`config.mk`:
```
export PLATFORM = sky130hd
export DESIGN_NAME = nvbc_ctrl
export DESIGN_NICKNAME = d
export VERILOG_FILES = /design/src/hdl/nvbc_pkg.sv /design/src/hdl/nvbc_ctrl.sv /design/src/hdl/nvbc_timer.sv
export SDC_FILE = /design/constraint.sdc
export NUM_CORES = 1
export LEC_CHECK = 0
export BUFFER_PORTS_ARGS = -buffer_cell sky130_fd_sc_hd__buf_2
export CAP_MARGIN = 40
export CORE_MARGIN = 10
export CORE_UTILIZATION = 30
export DETAILED_ROUTE_END_ITERATION = 10
export HOLD_SLACK_MARGIN = 0.15
export PLACE_DENSITY = 0.51
export SYNTH_ARGS = -nofsm -noshare
export SYNTH_HDL_FRONTEND = slang
export SYNTH_HIERARCHICAL = 1
export SYNTH_SLANG_ARGS = --single-unit
```
`constraint.sdc`:
```
create_clock -name i_core_clk -period 3.7 [get_ports i_core_clk]
set_input_delay 0.37 -clock i_core_clk [delete_from_list [all_inputs] [get_ports i_core_clk]]
set_output_delay 0.37 -clock i_core_clk [all_outputs]
set_load 0.01 [all_outputs]
```
`src/hdl/nvbc_pkg.sv`:
```
// package for the byte-wide nonvolatile store controller
// assumes a single core clock domain and a simple cpu-side register port
//
// Overview of operation
// thirty-two byte store, reached one byte at a time via registers only.
// address register keeps five bits, upper three read zero, reset zero.
// control register lives at 40H of bank 1, indirect window only.
// software loads second pointer with 40H and bank select with 01H first.
// control bits: write permit 3, write start 2, read permit 1, read start 0.
// write start with write permit begins write cycle; otherwise ignored.
// write start clears itself when the write cycle ends.
// read start with read permit begins read at current address; otherwise ignored.
// read end clears read start and loads the byte into the data register.
// data register keeps a read byte until next read or write.
// cleared permit bits block writes and reads to the array.
// write cycle timed by a timer asynchronous to the system clock; here a free-running divider of the core clock.
// software never sets all four bits at once, nor both starts.
// write order: permit, address and data, then write start.
// read order: permit, address, start, then take data after start clears.
// reset clears write permit and returns bank select to bank 0.
// cycle end sets the store flag and the multi-function request flag.
// completion request needs own enable and multi-function enable both set.
// vector taken only with global, store, multi-function enables and stack not full.
// servicing clears only the multi-function flag; software clears the store flag.
// data register is eight bits read/write, reset zero.
// software sets write start right after write permit, else no write.
// write duration and read latency are design parameters.
package nvbc_pkg;
  localparam int unsigned NVBC_DEPTH = 32;
  localparam int unsigned NVBC_AW = 5;
  localparam logic [7:0] NVBC_CTRL_OFFSET = 8'h40;
  localparam logic NVBC_CTRL_BANK = 1'b1;
  localparam int unsigned NVBC_BIT_WPERMIT = 3;
  localparam int unsigned NVBC_BIT_WSTART = 2;
  localparam int unsigned NVBC_BIT_RPERMIT = 1;
  localparam int unsigned NVBC_BIT_RSTART = 0;
  localparam logic [7:0] NVBC_RESET_BYTE = 8'h00;
  localparam int unsigned NVBC_WRITE_NS = 2000;
  localparam int unsigned NVBC_CLK_NS = 20;
  localparam int unsigned NVBC_WRITE_CYCLES = (NVBC_WRITE_NS + NVBC_CLK_NS - 1) / NVBC_CLK_NS;
  localparam int unsigned NVBC_READ_CYCLES = 2;
  localparam int unsigned NVBC_TMR_DIV = 3;
  typedef enum logic [1:0] {
    NVBC_IDLE = 2'b00,
    NVBC_READ = 2'b01,
    NVBC_WRITE = 2'b10
  } nvbc_state_type;
endpackage : nvbc_pkg

```
`src/hdl/nvbc_ctrl.sv`:
```
// controller for the 32x8 nonvolatile byte store with cpu register access
// assumes the cpu presents single-cycle register reads and writes
`timescale 1ns/1ps
`default_nettype none
module nvbc_ctrl
  import nvbc_pkg::*;
(
  // clock and reset
  input wire logic i_core_clk,
  input wire logic i_rst,
  input wire logic i_ce,
  // direct bank-0 registers
  input wire logic i_addr_wr,
  input wire logic i_data_wr,
  input wire logic [7:0] i_wdata,
  output logic [7:0] o_nv_byte_address,
  output logic [7:0] o_nv_byte_data,
  // bank select and second indirect pointer
  input wire logic i_bank_wr,
  input wire logic i_pointer_wr,
  output logic [7:0] o_bank_select,
  output logic [7:0] o_indirect_pointer_second,
  // second indirect window
  input wire logic i_window_wr,
  input wire logic i_window_rd,
  output logic [7:0] o_indirect_window_second,
  output logic o_window_hit,
  // interrupt controls
  input wire logic i_nv_irq_enable,
  input wire logic i_mf_irq_enable,
  input wire logic i_global_irq_enable,
  input wire logic i_stack_full,
  input wire logic i_irq_serviced,
  input wire logic i_nv_flag_clear,
  output logic o_nv_irq_flag,
  output logic o_mf_irq_flag,
  output logic o_irq_request,
  output logic o_vector_take,
  // status
  output logic o_busy
);

  ////////////////////////////////////////////////////////////////////////
  typedef struct packed {
    nvbc_state_type state;
    logic [NVBC_AW-1:0] addr;
    logic [7:0] data;
    logic bank;
    logic [7:0] pointer;
    logic write_permit;
    logic write_start;
    logic read_permit;
    logic read_start;
    logic permit_fresh;
    logic [15:0] count;
    logic nv_flag;
    logic mf_flag;
    logic [NVBC_DEPTH-1:0][7:0] mem;
  } nvbc_regs_type;

  nvbc_regs_type r;
  nvbc_regs_type next_r;
  logic tick;

  nvbc_timer u_timer (
    .i_core_clk(i_core_clk),
    .i_rst(i_rst),
    .i_ce(i_ce),
    .o_tick(tick)
  );

  function automatic logic [7:0] ctrl_byte(input nvbc_regs_type s);
    ctrl_byte = {4'h0, s.write_permit, s.write_start, s.read_permit, s.read_start};
  endfunction : ctrl_byte

  logic ctrl_hit;
  logic [7:0] wbits;
  logic write_go;
  logic read_go;
  logic cycle_end;

  ////////////////////////////////////////////////////////////////////////
  // the control byte is visible only via the bank-1 window at 40H
  assign ctrl_hit = r.bank == NVBC_CTRL_BANK && r.pointer == NVBC_CTRL_OFFSET;
  assign wbits = i_wdata;

  always_comb begin
    next_r = r;
    write_go = 1'b0;
    read_go = 1'b0;
    cycle_end = 1'b0;
    if (i_bank_wr) begin
      next_r.bank = i_wdata[0];
    end
    if (i_pointer_wr) begin
      next_r.pointer = i_wdata;
    end
    if (i_addr_wr && r.state == NVBC_IDLE) begin
      next_r.addr = i_wdata[NVBC_AW-1:0];
    end
    if (i_data_wr && r.state == NVBC_IDLE) begin
      next_r.data = i_wdata;
    end
    // control writes; start bits only rise, hardware owns their fall
    if (i_window_wr && ctrl_hit && r.state == NVBC_IDLE) begin
      next_r.write_permit = wbits[NVBC_BIT_WPERMIT];
      next_r.read_permit = wbits[NVBC_BIT_RPERMIT];
      next_r.permit_fresh = wbits[NVBC_BIT_WPERMIT] && !r.write_permit;
      // write start counts only right after the permit was raised
      if (wbits[NVBC_BIT_WSTART] && r.write_permit && r.permit_fresh && !wbits[NVBC_BIT_RSTART]) begin
        write_go = 1'b1;
      end else if (wbits[NVBC_BIT_RSTART] && r.read_permit && !wbits[NVBC_BIT_WSTART]) begin
        read_go = 1'b1;
      end
    end else if (i_window_wr && ctrl_hit) begin
      next_r.permit_fresh = 1'b0;
    end
    if (write_go) begin
      next_r.write_start = 1'b1;
      next_r.state = NVBC_WRITE;
      next_r.count = 16'(NVBC_WRITE_CYCLES);
    end
    if (read_go) begin
      next_r.read_start = 1'b1;
      next_r.state = NVBC_READ;
      next_r.count = 16'(NVBC_READ_CYCLES);
    end
    unique case (r.state)
      NVBC_IDLE: begin
      end
      NVBC_READ: begin
        if (r.count > 16'h0001) begin
          next_r.count = r.count - 16'h0001;
        end else begin
          next_r.data = r.mem[r.addr];
          next_r.read_start = 1'b0;
          next_r.state = NVBC_IDLE;
          cycle_end = 1'b1;
        end
      end
      NVBC_WRITE: begin
        // the count only moves on the free-running tick
        if (tick && r.count > 16'h0001) begin
          next_r.count = r.count - 16'h0001;
        end else if (tick) begin
          next_r.mem[r.addr] = r.data;
          next_r.write_start = 1'b0;
          next_r.state = NVBC_IDLE;
          cycle_end = 1'b1;
        end
      end
      default: begin
        next_r.state = NVBC_IDLE;
      end
    endcase
    // set wins over clear for both flags
    if (i_nv_flag_clear) begin
      next_r.nv_flag = 1'b0;
    end
    if (i_irq_serviced) begin
      next_r.mf_flag = 1'b0;
    end
    if (cycle_end) begin
      next_r.nv_flag = 1'b1;
      next_r.mf_flag = 1'b1;
    end
  end

  ////////////////////////////////////////////////////////////////////////
  // array contents survive reset, as a real nonvolatile store would
  always_ff @(posedge i_core_clk) begin
    if (i_rst) begin
      r.state <= NVBC_IDLE;
      r.addr <= '0;
      r.data <= NVBC_RESET_BYTE;
      r.bank <= 1'b0;
      r.pointer <= 8'h00;
      r.write_permit <= 1'b0;
      r.write_start <= 1'b0;
      r.read_permit <= 1'b0;
      r.read_start <= 1'b0;
      r.permit_fresh <= 1'b0;
      r.count <= 16'h0000;
      r.nv_flag <= 1'b0;
      r.mf_flag <= 1'b0;
    end else if (i_ce) begin
      r.state <= next_r.state;
      r.addr <= next_r.addr;
      r.data <= next_r.data;
      r.bank <= next_r.bank;
      r.pointer <= next_r.pointer;
      r.write_permit <= next_r.write_permit;
      r.write_start <= next_r.write_start;
      r.read_permit <= next_r.read_permit;
      r.read_start <= next_r.read_start;
      r.permit_fresh <= next_r.permit_fresh;
      r.count <= next_r.count;
      r.nv_flag <= next_r.nv_flag;
      r.mf_flag <= next_r.mf_flag;
      r.mem <= next_r.mem;
    end
  end

  ////////////////////////////////////////////////////////////////////////
  assign o_nv_byte_address = {3'h0, r.addr};
  assign o_nv_byte_data = r.data;
  assign o_bank_select = {7'h00, r.bank};
  assign o_indirect_pointer_second = r.pointer;
  assign o_window_hit = ctrl_hit && (i_window_rd || i_window_wr);
  assign o_indirect_window_second = ctrl_hit ? ctrl_byte(r) : 8'h00;
  assign o_nv_irq_flag = r.nv_flag;
  assign o_mf_irq_flag = r.mf_flag;
  assign o_irq_request = r.nv_flag && i_nv_irq_enable && i_mf_irq_enable;
  assign o_vector_take = o_irq_request && r.mf_flag && i_global_irq_enable && !i_stack_full;
  assign o_busy = r.state != NVBC_IDLE;
endmodule : nvbc_ctrl
`default_nettype wire

```
`src/hdl/nvbc_timer.sv`:
```
// free-running write timer, standing in for the store's own oscillator
// assumes the core clock; ticks are spaced unrelated to software activity
`timescale 1ns/1ps
`default_nettype none
module nvbc_timer
  import nvbc_pkg::*;
(
  // clock and reset
  input wire logic i_core_clk,
  input wire logic i_rst,
  input wire logic i_ce,
  // tick out
  output logic o_tick
);
  typedef struct packed {
    logic [3:0] div;
    logic tick;
  } nvbc_tmr_type;
  nvbc_tmr_type r;
  nvbc_tmr_type next_r;

  // free run, so a started write waits a varying number of clocks for its phase
  always_comb begin
    next_r = r;
    next_r.tick = 1'b0;
    if (r.div == 4'(NVBC_TMR_DIV)) begin
      next_r.div = 4'h0;
      next_r.tick = 1'b1;
    end else begin
      next_r.div = r.div + 4'h1;
    end
  end

  always_ff @(posedge i_core_clk) begin
    if (i_rst) begin
      r <= '0;
    end else if (i_ce) begin
      r <= next_r;
    end
  end

  assign o_tick = r.tick;
endmodule : nvbc_timer
`default_nettype wire

```
==> results of run 1 <==
[timing repair]
item	CTS	global route
hold endpoints to repair	8	0
hold buffers	6	0
gates resized for setup	0	0
[synth_stat cells, drive strengths merged, types with 12 or more instances]
library cell	count	area (sq um)
clkbuf	16	60.1
a221oi	12	136
mux4	64	1440
a31oi	12	75.1
inv	12	45.0
o21ai	13	68.8
a22oi	17	128
nor2	65	244
nand2	31	116
buf	60	425
edfxtp	256	7690
a21oi	26	130
dfxtp	52	1040
nand3	16	80.1
[flip-flops by register name, summed over array words and instances, names as in the netlist]
name,flops
r,279
o_indirect_pointer_second,8
o_nv_byte_data,8
o_nv_byte_address,5
u_timer/r,4
o_bank_select,1
o_mf_irq_flag,1
o_nv_irq_flag,1
u_timer/o_tick,1
[power groups by stage]
| stage | clock (uW) | sequential (uW) | combinational, uW |
|---|---|---|---|
| finish | 3190 | 3810 | 320 |
| global route | 3430 | 3810 | 349 |
| CTS | 3260 | 3810 | 325 |
| detailed placement | 0 | 3880 | 320 |
| global placement | 0 | 3890 | 301 |
| floorplan | 0 | 3860 | 221 |
[worst paths after layout]
kind                                      from                            to  slack [ps]  cells after the start
setup / recovery                        r[266]                        r[247]         780                      6
hold / removal                      i_wdata[7]             o_nv_byte_data[7]         180                      2
setup reg to reg                        r[266]                        r[247]         780                      6
hold reg to reg   o_indirect_pointer_second[3]  o_indirect_pointer_second[3]         470                      2
[routing by layer]
layer	share of wire [%]	wire, microns	up-vias	GRT usage (%)
li1	-	-	3220	-
met1	46	14200	3645	16.6
met2	45	14100	206	18.8
met3	6.7	2090	44	2.95
met4	2.0	623	0	3.33
met5	0	0	-	0
[per-stage QoR]
step	instance area (sq um)	utilization [%]	total power, uW	setup WS, ps	hold slack [ps]
after floorplan	12800	-	4080	1310	439
after global placement	13600	32.4	4190	858	455
after detailed placement	13700	32.6	4200	755	458
after CTS	14800	35.2	7400	757	157
after global routing	14800	35.2	7580	586	170
final	14800	35.2	7320	782	178
[final cells by class]
type	count	area (sq um)
Inverter	12	45.0
Clock buffer	43	927
Fill cell	3970	27200
Multi-Input combinational cell	397	3570
Clock inverter	19	133
Tap cell	539	674
Timing Repair Buffer	106	728
Sequential cell	308	8740
[worst max-delay path, delay by kind of cell, from the launching register on]
family	cells	cell delay, ps
simple gates	6	2200
flops	1	350
[cells by family after synthesis]
| group | after synthesis | synth area share, % |
|---|---|---|
| flip-flops | 308 | 68.3 |
| multiplexers | 74 | 12.1 |
| buffers and inverters | 88 | 4.15 |
| AND/OR/NAND/NOR | 177 | 7.21 |
| adder cells (fa/ha/maj) | 7 | 0.685 |
| AO/OA/AOI/OAI | 123 | 7.42 |
| XOR/XNOR | 2 | 0.137 |
| other | 1 | 0.0293 |
==> results by group, run 1 <==
Status
  • Outcome: completed

Place
  • Dpl cells: 1356
  • Routability Congestion: 0.786
  • DP HPWL: 20.6 mm
  • Port buffer count: 54

Global route
  • Overall routing resource usage: 12.1%
  • First-pass GRT wire length: 47.0 mm
  • Total grt overflow: 0
  • Largest net degree at the start of global routing: 51
  • Antenna violations before repair: 1
  • Vias in the first global route: 7304

Clocking
  • CTS tree: done
  • Post-CTS Setup Bufs: 0
  • Clock sink total: 308
  • Inserted Clock Buffers: 35
  • Clock Tree Buf Depth: 3
  • H-tree levels: 2
  • Clock latency on the worst-skew pair: 520 ps
  • Clock slew at reported path FFs: 60 ps
  • CTS Root Cell: clkbuf_16

Route
  • Detailed Route WL: 31.0 mm
  • Avg WL per Cell: 21.8 microns
  • Pre-Repair DR Iteration Count: 5
  • Final ANT Viol Nets: 0
  • Vias: 7115
  • Detailed Route Iter0 Violations: 567
  • Post-DR vias/cell: 5.00
  • # DRC: 0

STA
  • Setup TNS: 0 ps
  • Skew final: 21.9 ps
  • Max transition margin: 45.9%
  • Unrepaired setup endpoints after global routing: false
  • Final hold violation count: 0
  • Tcrit/Tclk final: 78.9%
  • Worst-Margin Slew: 810 ps
  • Setup violations, final: 0
  • Post-route minimum period: 2920 ps
  • Fin. max-slew vios: 0
  • Max Clk Rate: 343 MHz

Worst hold path
  • Worst min path class: input pin to flop

Yosys
  • EDFF count, synth: 256
  • Syn Std Cell Area: 12800 sq um
  • Ys async rst share: 0%
  • Synth Flop Type: edfxtp_1
  • Synth cell types: 62
  • Syn Area/Cell: 16.4 sq um
  • Post-synthesis sequential element count: 308
  • Post-synthesis sequential area ratio: 68.3%
  • Yosys Warn Count: 6
  • Synth Instances: 780

Setup path
  • Worst setup path category: flop to flop
  • Slowest cell on the critical path: nor2_1
  • Top cell by count, worst path: nor2_1
  • Max Fanout on Critical Path: 9
  • Critical Path RT: 3850 ps
  • CP cell instances: nor2_1 -> nand2_1 -> nor3_4 -> nand4_1 -> nand2b_1 -> nor2_1
  • Worst setup EP type: flop
  • Crit-path max cell delay: 660 ps
  • Crit path DAT: 3060 ps
  • Startpoint types: flop

Power
  • P_leak: 0.00484 uW
  • Comb power frac: 4.4%
  • Switching power share of the total: 21.4%
  • Power Internal: 5750 uW
  • Pwr/cell area: 494 nW/um^2
  • Sequential share of power: 52.0%
  • Psw: 1570 uW
  • VDD IR-drop max: 235 uV
  • Clock share of power: 43.6%

Floorplan
  • Die Area: 51300 sq um
  • Die Wd: 226 microns
  • Die H: 226 microns
  • Core Region: 42000 sq um
  • Site row count: 75
  • IO Count: 69
  • Initial cell density of the core: 30.4%

Final layout
  • Final Non-Filler Cells: 1424
  • Most common cell after layout, fill and taps aside: edfxtp_1
  • Share of layout cells above drive strength 1: 27.7%
  • Final nets: 890
  • Most frequent cells in the layout: 256 x edfxtp_1, 65 x nor2_1, 64 x mux4_2
  • Area Growth Syn to Fin: 15.9%
  • Antenna fix cells: 0

Run
  • Max Cap Violations: 0
Note: power is estimated with default switching activity, not from simulation.
==> run 2, diff against run 1 <==
==> constraint.sdc (replaced) <==
create_clock -name i_core_clk -period 2.95 [get_ports i_core_clk]
set_input_delay 0.295 -clock i_core_clk [delete_from_list [all_inputs] [get_ports i_core_clk]]
set_output_delay 0.295 -clock i_core_clk [all_outputs]
set_load 0.01 [all_outputs]
==> run 2 against run 1 <==
  * Critical path depth up 1
  * Setup slack worse by 410 ps
  * Clock power up 32%
  * First-iteration DRC count up 18%
  * Clock-buffer cell count up 1
  * Flip-flop and latch count unchanged
  * Clock skew down 3.6 ps
  * Final cell count up 1.8%
  * Critical endpoint is now r[146]
  * Largest power group unchanged
==> results by group, run 2 (synthesis results as in run 1) <==
Setup path
  • Startpoint types: flop
  • Critical Path RT: 3160 ps (-690 ps)
  • WP buf/inv: 1 (+1)
  • Crit-path max cell delay: 440 ps (-220 ps)
  • Slowest cell on the critical path: nand2b_1
  • Worst setup path category: flop to flop
  • CP cell instances: nor2_1 -> nand2_1 -> nor3_4 -> nand4_1 -> nand2b_1 -> nor2_1 -> buf_4
  • Worst setup EP type: flop
  • Top cell by count, worst path: nor2_1
  • Crit-path leading delay family: simple AND/OR/NAND/NOR gates
  • Max Fanout on Critical Path: 9 (unchanged)
  • Crit path DAT: 2790 ps (-270 ps)

Route
  • Pre-Repair DR Iteration Count: 5 (unchanged)
  • Detailed Route Iter0 Violations: 667 (+18%)
  • Vias: 7233 (+1.7%)
  • Post-DR vias/cell: 4.99 (-0.16%)
  • Final ANT Viol Nets: 0 (unchanged)
  • # DRC: 0 (unchanged)
  • Avg WL per Cell: 21.7 microns (-0.64%)
  • Detailed Route WL: 31.4 mm (+1.2%)

STA
  • Post-route minimum period: 2580 ps (-337 ps)
  • Max Clk Rate: 387 MHz (+13%)
  • Unrepaired setup endpoints after global routing: false
  • Final hold violation count: 0 (unchanged)
  • Setup violations, final: 0 (unchanged)
  • Tcrit/Tclk final: 87.5% (+8.6 points)
  • Fin. max-slew vios: 0 (unchanged)
  • Max transition margin: 49.1% (+3.2 points)
  • Worst-Margin Slew: 763 ps (-47.3 ps)
  • Setup TNS: 0 ps (unchanged)
  • Skew final: 18.3 ps (-3.62 ps)

Clocking
  • Inserted Clock Buffers: 34 (-2.9%)
  • Clock latency on the worst-skew pair: 510 ps (about the same)
  • Clock sink total: 308 (unchanged)
  • Clock slew at reported path FFs: 60 ps (about the same)
  • Post-CTS Setup Bufs: 0 (unchanged)
  • CTS tree: done
  • CTS Root Cell: clkbuf_16
  • Post-CTS sizing: 0 (unchanged)
  • H-tree levels: 2 (unchanged)
  • Clock Tree Buf Depth: 3 (unchanged)

Final layout
  • Largest Register: r
  • Final Non-Filler Cells: 1450 (+1.8%)
  • Register area: 8740 sq um (unchanged)
  • Area Growth Syn to Fin: 18.1%
  • Share of layout cells above drive strength 1: 29.1% (+1.4 points)
  • Most frequent cells in the layout: 256 x edfxtp_1, 65 x nor2_1, 64 x mux4_2
  • Largest register FFs: 279 (unchanged)
  • Multi-input logic area: 3570 sq um (unchanged)
  • Final nets: 916 (+2.9%)
  • Most common cell after layout, fill and taps aside: edfxtp_1
  • # fillers: 3928 (-1.1%)
  • Antenna fix cells: 0 (unchanged)

Worst hold path
  • Worst min path class: input pin to flop

Global route
  • Antenna violations before repair: 1 (unchanged)
  • Total grt overflow: 0 (unchanged)
  • Overall routing resource usage: 12.2% (+0.11 points)
  • Vias in the first global route: 7214 (-1.2%)
  • Largest net degree at the start of global routing: 51 (unchanged)
  • First-pass GRT wire length: 47.3 mm (+0.71%)

Floorplan
  • IO Count: 69 (unchanged)
  • Die Area: 51300 sq um (unchanged)
  • Core Region: 42000 sq um (unchanged)
  • Site row count: 75 (unchanged)
  • Die H: 226 microns (unchanged)
  • Die Wd: 226 microns (unchanged)
  • Initial cell density of the core: 30.4% (unchanged)

Power
  • VDD IR-drop max: 285 uV (+21%)
  • Pwr/cell area: 623 nW/um^2 (+26%)
  • P_leak: 0.00499 uW (+3.2%)
  • Overall power: 9400 uW (+28%)

Status
  • Outcome: completed

Place
  • Port buffer count: 54 (unchanged)
  • Dpl cells: 1375 (+1.4%)
  • Routability Congestion: 0.794 (+1.0%)
  • DP HPWL: 21.0 mm (+1.7%)

Run
  • Max Cap Violations: 0 (unchanged)
run 2: worst paths after layout:
kind                                startpoint                            to  slack, ps  depth (start not counted)
setup reg to reg                        r[266]                        r[146]        370                          7
hold / removal                     i_window_wr                        r[274]        200                          4
setup / recovery                        r[266]                        r[146]        370                          7
hold reg to reg   o_indirect_pointer_second[3]  o_indirect_pointer_second[3]        470                          2
run 2: final cells by class:
class	count	area share, %
clock inverter	17	1.27
timing repair buffer	133	6.42
inverter	12	0.298
multi-input combinational	397	23.6
clock buffer	44	6.03
tap	539	4.47
sequential	308	57.9
run 2: metal layers:
layer / share of wire (%) / wire length [microns] / GRT usage (%)
met2: 45 / 14100 / 18.6
met5: 0 / 0 / 0
met1: 46 / 14300 / 16.7
met4: 2.4 / 765 / 3.81
met3: 7.1 / 2220 / 3.27
run 2: timing repair:
item / CTS / global route
hold buffers: 14 / 0
endpoints found under the hold margin: 26 / 0
setup endpoints to repair: 0 / 0
run 2: worst min-delay path, cell delays in order:
cell and delay [ps]:
buf_2 130, nand3_1 100, a21oi_1 70, nor2_1 70
run 2: metrics by stage:
stage,instance area (sq um),worst slack (ps),hold WS (ps),utilization (%)
2_1_floorplan,12800,560,364,-
3_3_place_gp,13800,438,454,32.9
3_5_place_dp,13900,390,461,33.0
4_1_cts,15100,371,175,35.9
5_1_grt,15100,138,227,35.9
6_report,15100,369,197,35.9
run 2: where the power goes:
group          switching, uW  internal [uW]
combinational            247            182
sequential              53.8           4710
clock                   1670           2540
total                   1970           7430
